$ cat config.mk
export PLATFORM = sky130hd
export DESIGN_NAME = pmc_phy_mgmt
export DESIGN_NICKNAME = d
export VERILOG_FILES = /design/src/pmc_pkg.sv /design/src/pmc_phy_mgmt.sv
export SDC_FILE = /design/constraint.sdc
export NUM_CORES = 1
export LEC_CHECK = 0
export BUFFER_PORTS_ARGS = -buffer_cell sky130_fd_sc_hd__buf_2
export CORE_MARGIN = 10
export CORE_UTILIZATION = 55
export CTS_BUF_LIST = sky130_fd_sc_hd__clkbuf_8 sky130_fd_sc_hd__clkbuf_16
export CTS_CLUSTER_DIAMETER = 80
export DETAILED_ROUTE_END_ITERATION = 7
export PLACE_DENSITY = 0.78
export SKIP_LAST_GASP = 1
export SLEW_MARGIN = 20
export SYNTH_ARGS = -nofsm -noshare
export SYNTH_HDL_FRONTEND = slang
export SYNTH_SLANG_ARGS = --single-unit
export TNS_END_PERCENT = 20
$ cat constraint.sdc
create_clock -name i_system_clock -period 3.7 [get_ports i_system_clock]
set_input_delay 0.37 -clock i_system_clock [delete_from_list [all_inputs] [get_ports i_system_clock]]
set_output_delay 0.37 -clock i_system_clock [all_outputs]
set_load 0.01 [all_outputs]
$ cat src/pmc_pkg.sv
// Package: register map, field layout, reset values and timing for the PHY management block
package pmc_pkg;
	// ----------------------------------------------------------------
	// Register byte addresses
	// ----------------------------------------------------------------
	localparam logic [15:0] PMC_ADDR_STATUS    = 16'h3000;
	localparam logic [15:0] PMC_ADDR_REG_ADDR  = 16'h3008;
	localparam logic [15:0] PMC_ADDR_WDATA_LO  = 16'h300C;
	localparam logic [15:0] PMC_ADDR_WDATA_HI  = 16'h300D;
	localparam logic [15:0] PMC_ADDR_RDATA_LO  = 16'h3010;
	localparam logic [15:0] PMC_ADDR_RDATA_HI  = 16'h3011;
	localparam logic [15:0] PMC_ADDR_ACCESS    = 16'h3014;
	localparam logic [15:0] PMC_ADDR_DIVIDER   = 16'h3018;
	localparam logic [15:0] PMC_ADDR_MODE      = 16'h301C;
	localparam logic [15:0] PMC_ADDR_PWR_RST   = 16'h301D;
	localparam logic [15:0] PMC_ADDR_IRQ_STAT  = 16'h3020;
	localparam logic [15:0] PMC_ADDR_IRQ_MASK  = 16'h3021;

	// ----------------------------------------------------------------
	// Field positions and codes
	// ----------------------------------------------------------------
	localparam int          PMC_ST_CABLE_BIT   = 7;
	localparam int          PMC_CR1_POWER_DOWN_BIT_BIT   = 5;
	localparam int          PMC_CR1_FIXED_BIT  = 6;
	localparam int          PMC_CR1_TE_BIT     = 3;
	localparam int          PMC_CR1_RST_BIT    = 0;
	localparam logic [7:0]  PMC_ACC_WRITE      = 8'h01;
	localparam logic [7:0]  PMC_ACC_READ       = 8'h02;
	localparam logic [7:0]  PMC_DIV_32         = 8'h00;
	localparam logic [7:0]  PMC_DIV_64         = 8'h01;
	localparam int          PMC_IRQ_ACC_DONE   = 0;
	localparam int          PMC_IRQ_LINK_CHG   = 1;
	localparam int          PMC_IRQ_RST_DONE   = 2;

	// ----------------------------------------------------------------
	// Reset values
	// ----------------------------------------------------------------
	localparam logic [7:0]  PMC_RST_DIVIDER    = 8'h01;
	localparam logic [7:0]  PMC_RST_PWR_RST    = 8'h40;
	localparam logic [15:0] PMC_RST_WORD       = 16'h0000;

	// ----------------------------------------------------------------
	// Management frame layout and timing
	// ----------------------------------------------------------------
	localparam logic [6:0]  PMC_FRAME_BITS     = 7'd64;
	localparam logic [6:0]  PMC_TA_FIRST_BIT   = 7'd46;
	localparam logic [6:0]  PMC_RD_FIRST_CNT   = 7'd49;
	localparam int          PMC_CLK_MHZ        = 125;
	localparam int          PMC_PHY_RST_NS     = 1000;
	localparam int          PMC_PHY_RST_CYC    = (PMC_PHY_RST_NS * PMC_CLK_MHZ + 999) / 1000;

	typedef struct packed {
		logic        cable_absent;
		logic        half_duplex;
		logic        speed_10;
		logic        link_up;
	} pmc_pins_t;
endpackage

$ cat src/pmc_phy_mgmt.sv
// PHY management block: status, mode/power control and indirect PHY register access
//
// Local design decision: the address-and-strobe port.
`timescale 1ns/1ps
module pmc_phy_mgmt
	import pmc_pkg::*;
#(
	parameter logic [4:0] PHY_ADDR = 5'h01
) (
	input  wire logic        i_system_clock,
	input  wire logic        i_reset_n,
	input  wire logic        i_clk_en,
	input  wire logic [15:0] i_addr,
	input  wire logic [7:0]  i_wr_data,
	input  wire logic        i_wr_stb,
	input  wire logic        i_rd_stb,
	output logic      [7:0]  o_rd_data,
	input  wire pmc_pins_t   i_phy_pins,
	input  wire logic        i_phy_lock_flag,
	input  wire logic        i_sys_clock_select,
	input  wire logic        i_mdio,
	output logic             o_mdio,
	output logic             o_mdio_oe,
	output logic             o_mdc,
	output logic      [2:0]  o_phy_mode,
	output logic             o_power_down,
	output logic             o_phy_reset,
	output logic             o_ten_te_enable,
	output logic             o_clk_sel_25mhz,
	output logic             o_irq
);
	// ----------------------------------------------------------------
	// State
	// ----------------------------------------------------------------
	typedef struct packed {
		pmc_pins_t   pins_s1;
		pmc_pins_t   pins_s2;
		logic        mdio_s1;
		logic        mdio_s2;
		logic        link_prev;
		logic [2:0]  sync_fill;
		logic [2:0]  mode;
		logic [4:0]  reg_addr;
		logic [15:0] wdata;
		logic [15:0] rdata;
		logic [7:0]  access;
		logic [7:0]  divider;
		logic        fixed_b6;
		logic        power_down_bit;
		logic        te;
		logic        rst;
		logic [7:0]  rst_cnt;
		logic [2:0]  irq_stat;
		logic [2:0]  irq_mask;
		logic [7:0]  bus_rdata;
		logic        busy;
		logic        is_read;
		logic [6:0]  div_cnt;
		logic [6:0]  bit_cnt;
		logic [63:0] shift;
		logic [15:0] capture;
		logic        mdc;
		logic        mdio_o;
		logic        mdio_oe;
		logic        te_out;
		logic        clk25;
		logic        irq;
	} pmc_state_t;

	pmc_state_t state_reg;
	pmc_state_t state_next;

	// Half period of the management clock in system clocks
	function automatic logic [6:0] half_period(input logic [7:0] code);
		if (code == PMC_DIV_32) begin
			return 7'd16;
		end else if (code == PMC_DIV_64) begin
			return 7'd32;
		end
		return 7'd64;
	endfunction

	function automatic logic [7:0] status_byte(input pmc_state_t s);
		return {s.pins_s2.cable_absent, 1'b0, s.mode,
			s.pins_s2.half_duplex, s.pins_s2.speed_10, s.pins_s2.link_up};
	endfunction

	logic wr_ok;
	logic rd_ok;
	assign wr_ok = i_wr_stb && i_clk_en;
	assign rd_ok = i_rd_stb && i_clk_en;

	// ----------------------------------------------------------------
	// Next state
	// ----------------------------------------------------------------
	always_comb begin
		logic [2:0] events;
		logic       fall;
		logic       rise;
		events     = 3'b000;
		fall       = 1'b0;
		rise       = 1'b0;
		state_next = state_reg;

		// Pin synchronisers; first stage feeds only the second
		state_next.pins_s1   = i_phy_pins;
		state_next.pins_s2   = state_reg.pins_s1;
		state_next.mdio_s1   = i_mdio;
		state_next.mdio_s2   = state_reg.mdio_s1;
		state_next.link_prev = state_reg.pins_s2.link_up;
		state_next.sync_fill = {state_reg.sync_fill[1:0], 1'b1};
		// No link event until the synchroniser holds real pin values, else a false edge follows reset
		if (state_reg.sync_fill[2] && state_reg.link_prev != state_reg.pins_s2.link_up) begin
			events[PMC_IRQ_LINK_CHG] = 1'b1;
		end

		// PHY hardware reset timer
		if (state_reg.rst) begin
			if (state_reg.rst_cnt == 8'(PMC_PHY_RST_CYC - 1)) begin
				state_next.rst     = 1'b0;
				state_next.rst_cnt = 8'h00;
				events[PMC_IRQ_RST_DONE] = 1'b1;
			end else begin
				state_next.rst_cnt = state_reg.rst_cnt + 8'h01;
			end
		end

		// Management clock and frame engine
		if (state_reg.busy) begin
			if (state_reg.div_cnt == half_period(state_reg.divider) - 7'd1) begin
				state_next.div_cnt = 7'd0;
				state_next.mdc     = ~state_reg.mdc;
				fall               = state_reg.mdc;
				rise               = ~state_reg.mdc;
			end else begin
				state_next.div_cnt = state_reg.div_cnt + 7'd1;
			end
		end
		if (fall) begin
			if (state_reg.bit_cnt == PMC_FRAME_BITS) begin
				// Frame over: release the line and finish
				state_next.busy    = 1'b0;
				state_next.mdc     = 1'b0;
				state_next.mdio_oe = 1'b0;
				state_next.access  = 8'h00;
				if (state_reg.is_read) begin
					state_next.rdata = state_reg.capture;
				end
				events[PMC_IRQ_ACC_DONE] = 1'b1;
			end else begin
				state_next.mdio_o  = state_reg.shift[63];
				state_next.shift   = {state_reg.shift[62:0], 1'b1};
				state_next.mdio_oe = !(state_reg.is_read && state_reg.bit_cnt >= PMC_TA_FIRST_BIT);
				state_next.bit_cnt = state_reg.bit_cnt + 7'd1;
			end
		end
		if (rise && state_reg.is_read && state_reg.bit_cnt >= PMC_RD_FIRST_CNT) begin
			state_next.capture = {state_reg.capture[14:0], state_reg.mdio_s2};
		end

		// Register writes
		if (wr_ok) begin
			case (i_addr)
				PMC_ADDR_REG_ADDR: begin
					state_next.reg_addr = i_wr_data[4:0];
				end
				PMC_ADDR_WDATA_LO: begin
					state_next.wdata[7:0] = i_wr_data;
				end
				PMC_ADDR_WDATA_HI: begin
					state_next.wdata[15:8] = i_wr_data;
				end
				PMC_ADDR_ACCESS: begin
					// Ignored while a frame is running
					if (!state_reg.busy && (i_wr_data == PMC_ACC_WRITE || i_wr_data == PMC_ACC_READ)) begin
						state_next.access  = i_wr_data;
						state_next.busy    = 1'b1;
						state_next.is_read = (i_wr_data == PMC_ACC_READ);
						state_next.div_cnt = 7'd0;
						state_next.bit_cnt = 7'd0;
						state_next.mdc     = 1'b0;
						state_next.shift   = {32'hFFFF_FFFF, 2'b01,
							(i_wr_data == PMC_ACC_READ) ? 2'b10 : 2'b01,
							PHY_ADDR, state_reg.reg_addr, 2'b10, state_reg.wdata};
					end
				end
				PMC_ADDR_DIVIDER: begin
					if (!state_reg.busy) begin
						state_next.divider = i_wr_data;
					end
				end
				PMC_ADDR_MODE: begin
					if (!i_phy_lock_flag) begin
						state_next.mode = i_wr_data[2:0];
					end
				end
				PMC_ADDR_PWR_RST: begin
					if (!i_phy_lock_flag) begin
						state_next.fixed_b6 = i_wr_data[PMC_CR1_FIXED_BIT];
						state_next.power_down_bit     = i_wr_data[PMC_CR1_POWER_DOWN_BIT_BIT];
						state_next.te       = i_wr_data[PMC_CR1_TE_BIT];
						if (i_wr_data[PMC_CR1_RST_BIT] && !state_reg.rst) begin
							state_next.rst     = 1'b1;
							state_next.rst_cnt = 8'h00;
						end
					end
				end
				PMC_ADDR_IRQ_STAT: begin
					state_next.irq_stat = state_reg.irq_stat & ~i_wr_data[2:0];
				end
				PMC_ADDR_IRQ_MASK: begin
					state_next.irq_mask = i_wr_data[2:0];
				end
				default: begin
				end
			endcase
		end
		// Set wins over a simultaneous clear
		state_next.irq_stat = state_next.irq_stat | events;

		// Register reads: data in the following cycle only
		state_next.bus_rdata = 8'h00;
		if (rd_ok) begin
			case (i_addr)
				PMC_ADDR_STATUS:   state_next.bus_rdata = status_byte(state_reg);
				PMC_ADDR_REG_ADDR: state_next.bus_rdata = {3'b000, state_reg.reg_addr};
				PMC_ADDR_WDATA_LO: state_next.bus_rdata = state_reg.wdata[7:0];
				PMC_ADDR_WDATA_HI: state_next.bus_rdata = state_reg.wdata[15:8];
				PMC_ADDR_RDATA_LO: state_next.bus_rdata = state_reg.rdata[7:0];
				PMC_ADDR_RDATA_HI: state_next.bus_rdata = state_reg.rdata[15:8];
				PMC_ADDR_ACCESS:   state_next.bus_rdata = state_reg.access;
				PMC_ADDR_DIVIDER:  state_next.bus_rdata = state_reg.divider;
				PMC_ADDR_PWR_RST:  state_next.bus_rdata = {1'b0, state_reg.fixed_b6, state_reg.power_down_bit, 1'b0,
					state_reg.te, 2'b00, state_reg.rst};
				PMC_ADDR_IRQ_STAT: state_next.bus_rdata = {5'b00000, state_reg.irq_stat};
				PMC_ADDR_IRQ_MASK: state_next.bus_rdata = {5'b00000, state_reg.irq_mask};
				default:           state_next.bus_rdata = 8'h00;
			endcase
		end

		// Derived outputs, registered
		state_next.te_out = state_next.te && (state_next.mode == 3'b000);
		state_next.clk25  = state_next.power_down_bit || state_next.rst || i_sys_clock_select;
		state_next.irq    = |(state_next.irq_stat & state_next.irq_mask);
	end

	// ----------------------------------------------------------------
	// Registers
	// ----------------------------------------------------------------
	always_ff @(posedge i_system_clock) begin
		if (!i_reset_n) begin
			state_reg          <= '0;
			state_reg.divider  <= PMC_RST_DIVIDER;
			state_reg.fixed_b6 <= PMC_RST_PWR_RST[PMC_CR1_FIXED_BIT];
			state_reg.wdata    <= PMC_RST_WORD;
			state_reg.rdata    <= PMC_RST_WORD;
		end else if (i_clk_en) begin
			state_reg <= state_next;
		end
	end

	assign o_rd_data       = state_reg.bus_rdata;
	assign o_mdio          = state_reg.mdio_o;
	assign o_mdio_oe       = state_reg.mdio_oe;
	assign o_mdc           = state_reg.mdc;
	assign o_phy_mode      = state_reg.mode;
	assign o_power_down    = state_reg.power_down_bit;
	assign o_phy_reset     = state_reg.rst;
	assign o_ten_te_enable = state_reg.te_out;
	assign o_clk_sel_25mhz = state_reg.clk25;
	assign o_irq           = state_reg.irq;

	localparam int RST_LIMIT = PMC_PHY_RST_CYC + 4;
endmodule

==> impl_metrics.csv <==
group,metric,value,unit
status,outcome,"finished clean",
worst_hold_path,hold_class,"input pin to register",
grt,overflow,0,
sta,finalHoldViolCount,0,
setup_path,reg2reg_to,"state_reg[50]",
sta,finalMaxSlewViolations,0,
floorplan,io_pins,55,
synth,synth_compound_area_share,17.92,%
sta,setup_viol,0,
setup_path,cp_max_fo,21,
worst_hold_path,hold_path_startpoint,"i_mdio",
synth,synth_top_family_by_area,"simple AND/OR/NAND/NOR gates",
route,drc,0,
sta,setup_tns,0,ns
synth,async_flop_share,0,%
cts,post_cts_buffers,0,
grt,grt_pass1_wl,38120,µm
cts,clkTransAtPathRegs,0.07,ns
synth,synth_mux_area_share,9.544,%
route,drt_wl_total,23560,µm
grt,grt_pass1_vias,7354,
setup_path,cp_data_arrival_time,3.14,ns
route,viasPerCell,6.148,
finish,largest_register_ffs,171,
flow_run,drv_cap,0,
setup_path,rr_startpoint,"state_reg[131]",
sta,rsz0062_at_grt,"false",
floorplan,die_h,148.5,µm
place,dp.cells,1281,
sta,worstMarginPinSlew,0.8288,ns
place,io_buffers,54,
route,postRouteAntennaNets,0,
floorplan,start_util,56.58,%
cts,cts.sinks,198,
grt,grt_max_degree,79,
finish,areaGrowthSynthToFinish,9.806,%
power_and_ir_drop,power.density,409.6,nW/µm²
cts,insertion_delay,0.44,ns
cts,postCtsResizedCells,0,
worst_hold_path,whs_path_depth,3,
synth,synthDistinctLibCells,72,
setup_path,path_class,"register to register",
route,dr.first_iter.drc_count,756,
floorplan,fp.dieW,148.5,µm
power_and_ir_drop,total_power,4.086,mW
floorplan,dieArea,22060,µm²
place,hpwl,16180,µm
power_and_ir_drop,max-vdd-ir-drop,340.6,µV
power_and_ir_drop,p_leak,3.837,nW
worst_hold_path,hold_end,"state_next[188]",
setup_path,start_kind,"register",
grt,antenna_found_initial,1,
sta,post-route-min-period,2.797,ns
route,routedWlPerCell,17.93,µm
cts,clock_path_buffers,2,
route,num_vias,8079,
synth,yosys_warnings,0,
synth,ys.flop_type,"dfxtp_1",
cts,cts_buffers,17,
floorplan,core-area,16060,µm²
sta,skew,0.008298,ns
synth,syn_avg_cell_area,8.404,µm²
setup_path,end_kind,"register",
grt,grt_use_total,21.19,%
setup_path,rr_worst_depth,10,
synth,syn_inst,1081,
floorplan,num_rows,46,
cts,cts_hold_buf,0,
synth,synth_edf_count,0,
synth,yosysSeqAreaShare,43.63,%
sta,fin_crit_sh,75.59,%
cts,cts-root-buf,"clkbuf_16",
place,place.gp.congestion,0.9817,
route,drtPass1Iterations,6,
sta,clock.fmax,0.3575,GHz
synth,synth_adder_area_share,1.239,%
cts,htreeDepth,4,
setup_path,timing.reg2reg.setup_slack,0.90,ns
synth,syn_area,9085,µm²
finish,layout.nets,1129,
finish,layout_commonest_cell,"dfxtp_1",
sta,relSlewSlack,44.75,%
synth,synth_nets,1126,
setup_path,cp.required,4.04,ns
finish,layout-drive-gt1-share,11.30,%
synth,yosys.area_share.simple,22.04,%
finish,layout_common_cells,"dfxtp_1 (198), nand2_1 (184), nor2_1 (105)",
synth,synth-seq-cells,198,
cts,cts_tree,"yes",
finish,stdcell_count,1314,
synth,synth_xor_area_share,0.8676,%
## final cells by class
cell class	count	area (µm²)
Antenna cell	1	2.502
Clock buffer	17	425.4
Clock inverter	15	121.4
Fill cell	1380	6082
Inverter	14	55.05
Multi-Input combinational cell	781	4720
Sequential cell	198	3964
Tap cell	216	270.3
Timing Repair Buffer	72	417.9
## cells in the mapped netlist, types with 3 or more instances
| cell | number | area, µm² |
|---|---|---|
| nor3_1 | 21 | 105.1 |
| and2_1 | 10 | 62.56 |
| nor2b_1 | 11 | 68.82 |
| or4_1 | 4 | 30.03 |
| buf_1 | 4 | 15.01 |
| nand2b_1 | 5 | 31.28 |
| or2_2 | 5 | 31.28 |
| o21ai_1 | 3 | 15.01 |
| a211oi_1 | 5 | 37.54 |
| ha_1 | 9 | 112.6 |
| a21oi_1 | 70 | 350.3 |
| inv_1 | 13 | 48.80 |
| nor2_1 | 106 | 397.9 |
| nand3_1 | 31 | 155.2 |
| mux2i_1 | 81 | 810.8 |
| a221oi_1 | 3 | 26.28 |
| nand2_1 | 184 | 690.7 |
| o211ai_1 | 4 | 30.03 |
| o2bb2ai_1 | 3 | 26.28 |
| clkbuf_1 | 71 | 266.5 |
| and3b_1 | 3 | 26.28 |
| nor4bb_1 | 3 | 30.03 |
| a22oi_1 | 5 | 37.54 |
| o21ai_0 | 25 | 125.1 |
| a22o_1 | 26 | 227.7 |
| nor4_1 | 7 | 43.79 |
| and3_1 | 6 | 37.54 |
| o21a_1 | 23 | 172.7 |
| mux2_2 | 3 | 33.78 |
| xor2_1 | 5 | 43.79 |
| o31ai_1 | 3 | 22.52 |
| buf_4 | 11 | 82.58 |
| a32oi_1 | 4 | 35.03 |
| dfxtp_1 | 198 | 3964 |
| nand4_1 | 15 | 93.84 |
| or3_1 | 6 | 37.54 |
| a32o_1 | 3 | 30.03 |
| a31oi_1 | 44 | 275.3 |
| xnor2_1 | 4 | 35.03 |
## how the worst max path moves through the flow
| stage | depth (start not counted) | to | start | slack (ns) |
|---|---|---|---|---|
| 2_1_floorplan | 11 | state_reg[145] | state_reg[131] | 0.99 |
| 3_3_place_gp | 7 | state_reg[141] | i_addr[15] | 1.05 |
| 3_5_place_dp | 10 | state_reg[50] | state_reg[131] | 0.97 |
| 4_1_cts | 10 | state_reg[50] | state_reg[131] | 0.96 |
| 5_1_grt | 10 | state_reg[50] | state_reg[131] | 0.79 |
| 6_report | 10 | state_reg[50] | state_reg[131] | 0.90 |
## power by group
group	switching (mW)	total, mW	leakage, nW	internal, mW
Clock	0.880	1.75	0.258	0.875
Sequential	0.00658	2.14	1.60	2.14
Combinational	0.133	0.187	1.98	0.0547
## routing by layer
metal / wire length [µm] / share of wire (%) / GRT usage [%] / vias to the layer above
met3: 2071 / 8.8 / 5.522 / 69
met2: 10250 / 43 / 31.01 / 362
met4: 690 / 2.9 / 8.176 / 0
met5: 0 / 0 / 0 / -
met1: 10550 / 45 / 29.10 / 3807
li1: - / - / - / 3841
## metrics by stage
step           hold WS (ns)  worst slack [ns]  utilization, %  area (µm²)
2_1_floorplan        0.4288            0.9890               -        9085
3_3_place_gp         0.4354             1.047           58.63        9415
3_5_place_dp         0.4312            0.9717           58.63        9415
4_1_cts              0.1428            0.9552           62.04        9962
5_1_grt              0.1714            0.7909           62.12        9976
6_report             0.1596            0.9031           62.12        9976
## kinds of logic after synthesis
| family | after synthesis |
|---|---|
| xor+xnor | 9 |
| buf+inv | 102 |
| fa+ha+maj | 9 |
| simple gates | 432 |
| compound gates | 246 |
| mux | 85 |
| flops | 198 |
## worst max-delay path, cell delays in order (launching register included)
cell       delay (ns)
dfxtp_1          0.33
nor4_1           0.42
a21oi_1          0.15
o21bai_1         0.25
nor2_1           0.11
ha_1             0.24
nand2_1          0.12
a21o_1           0.57
mux2i_1          0.26
o2bb2ai_1        0.08
o21a_1           0.17
(Power assumes the default switching activity.)
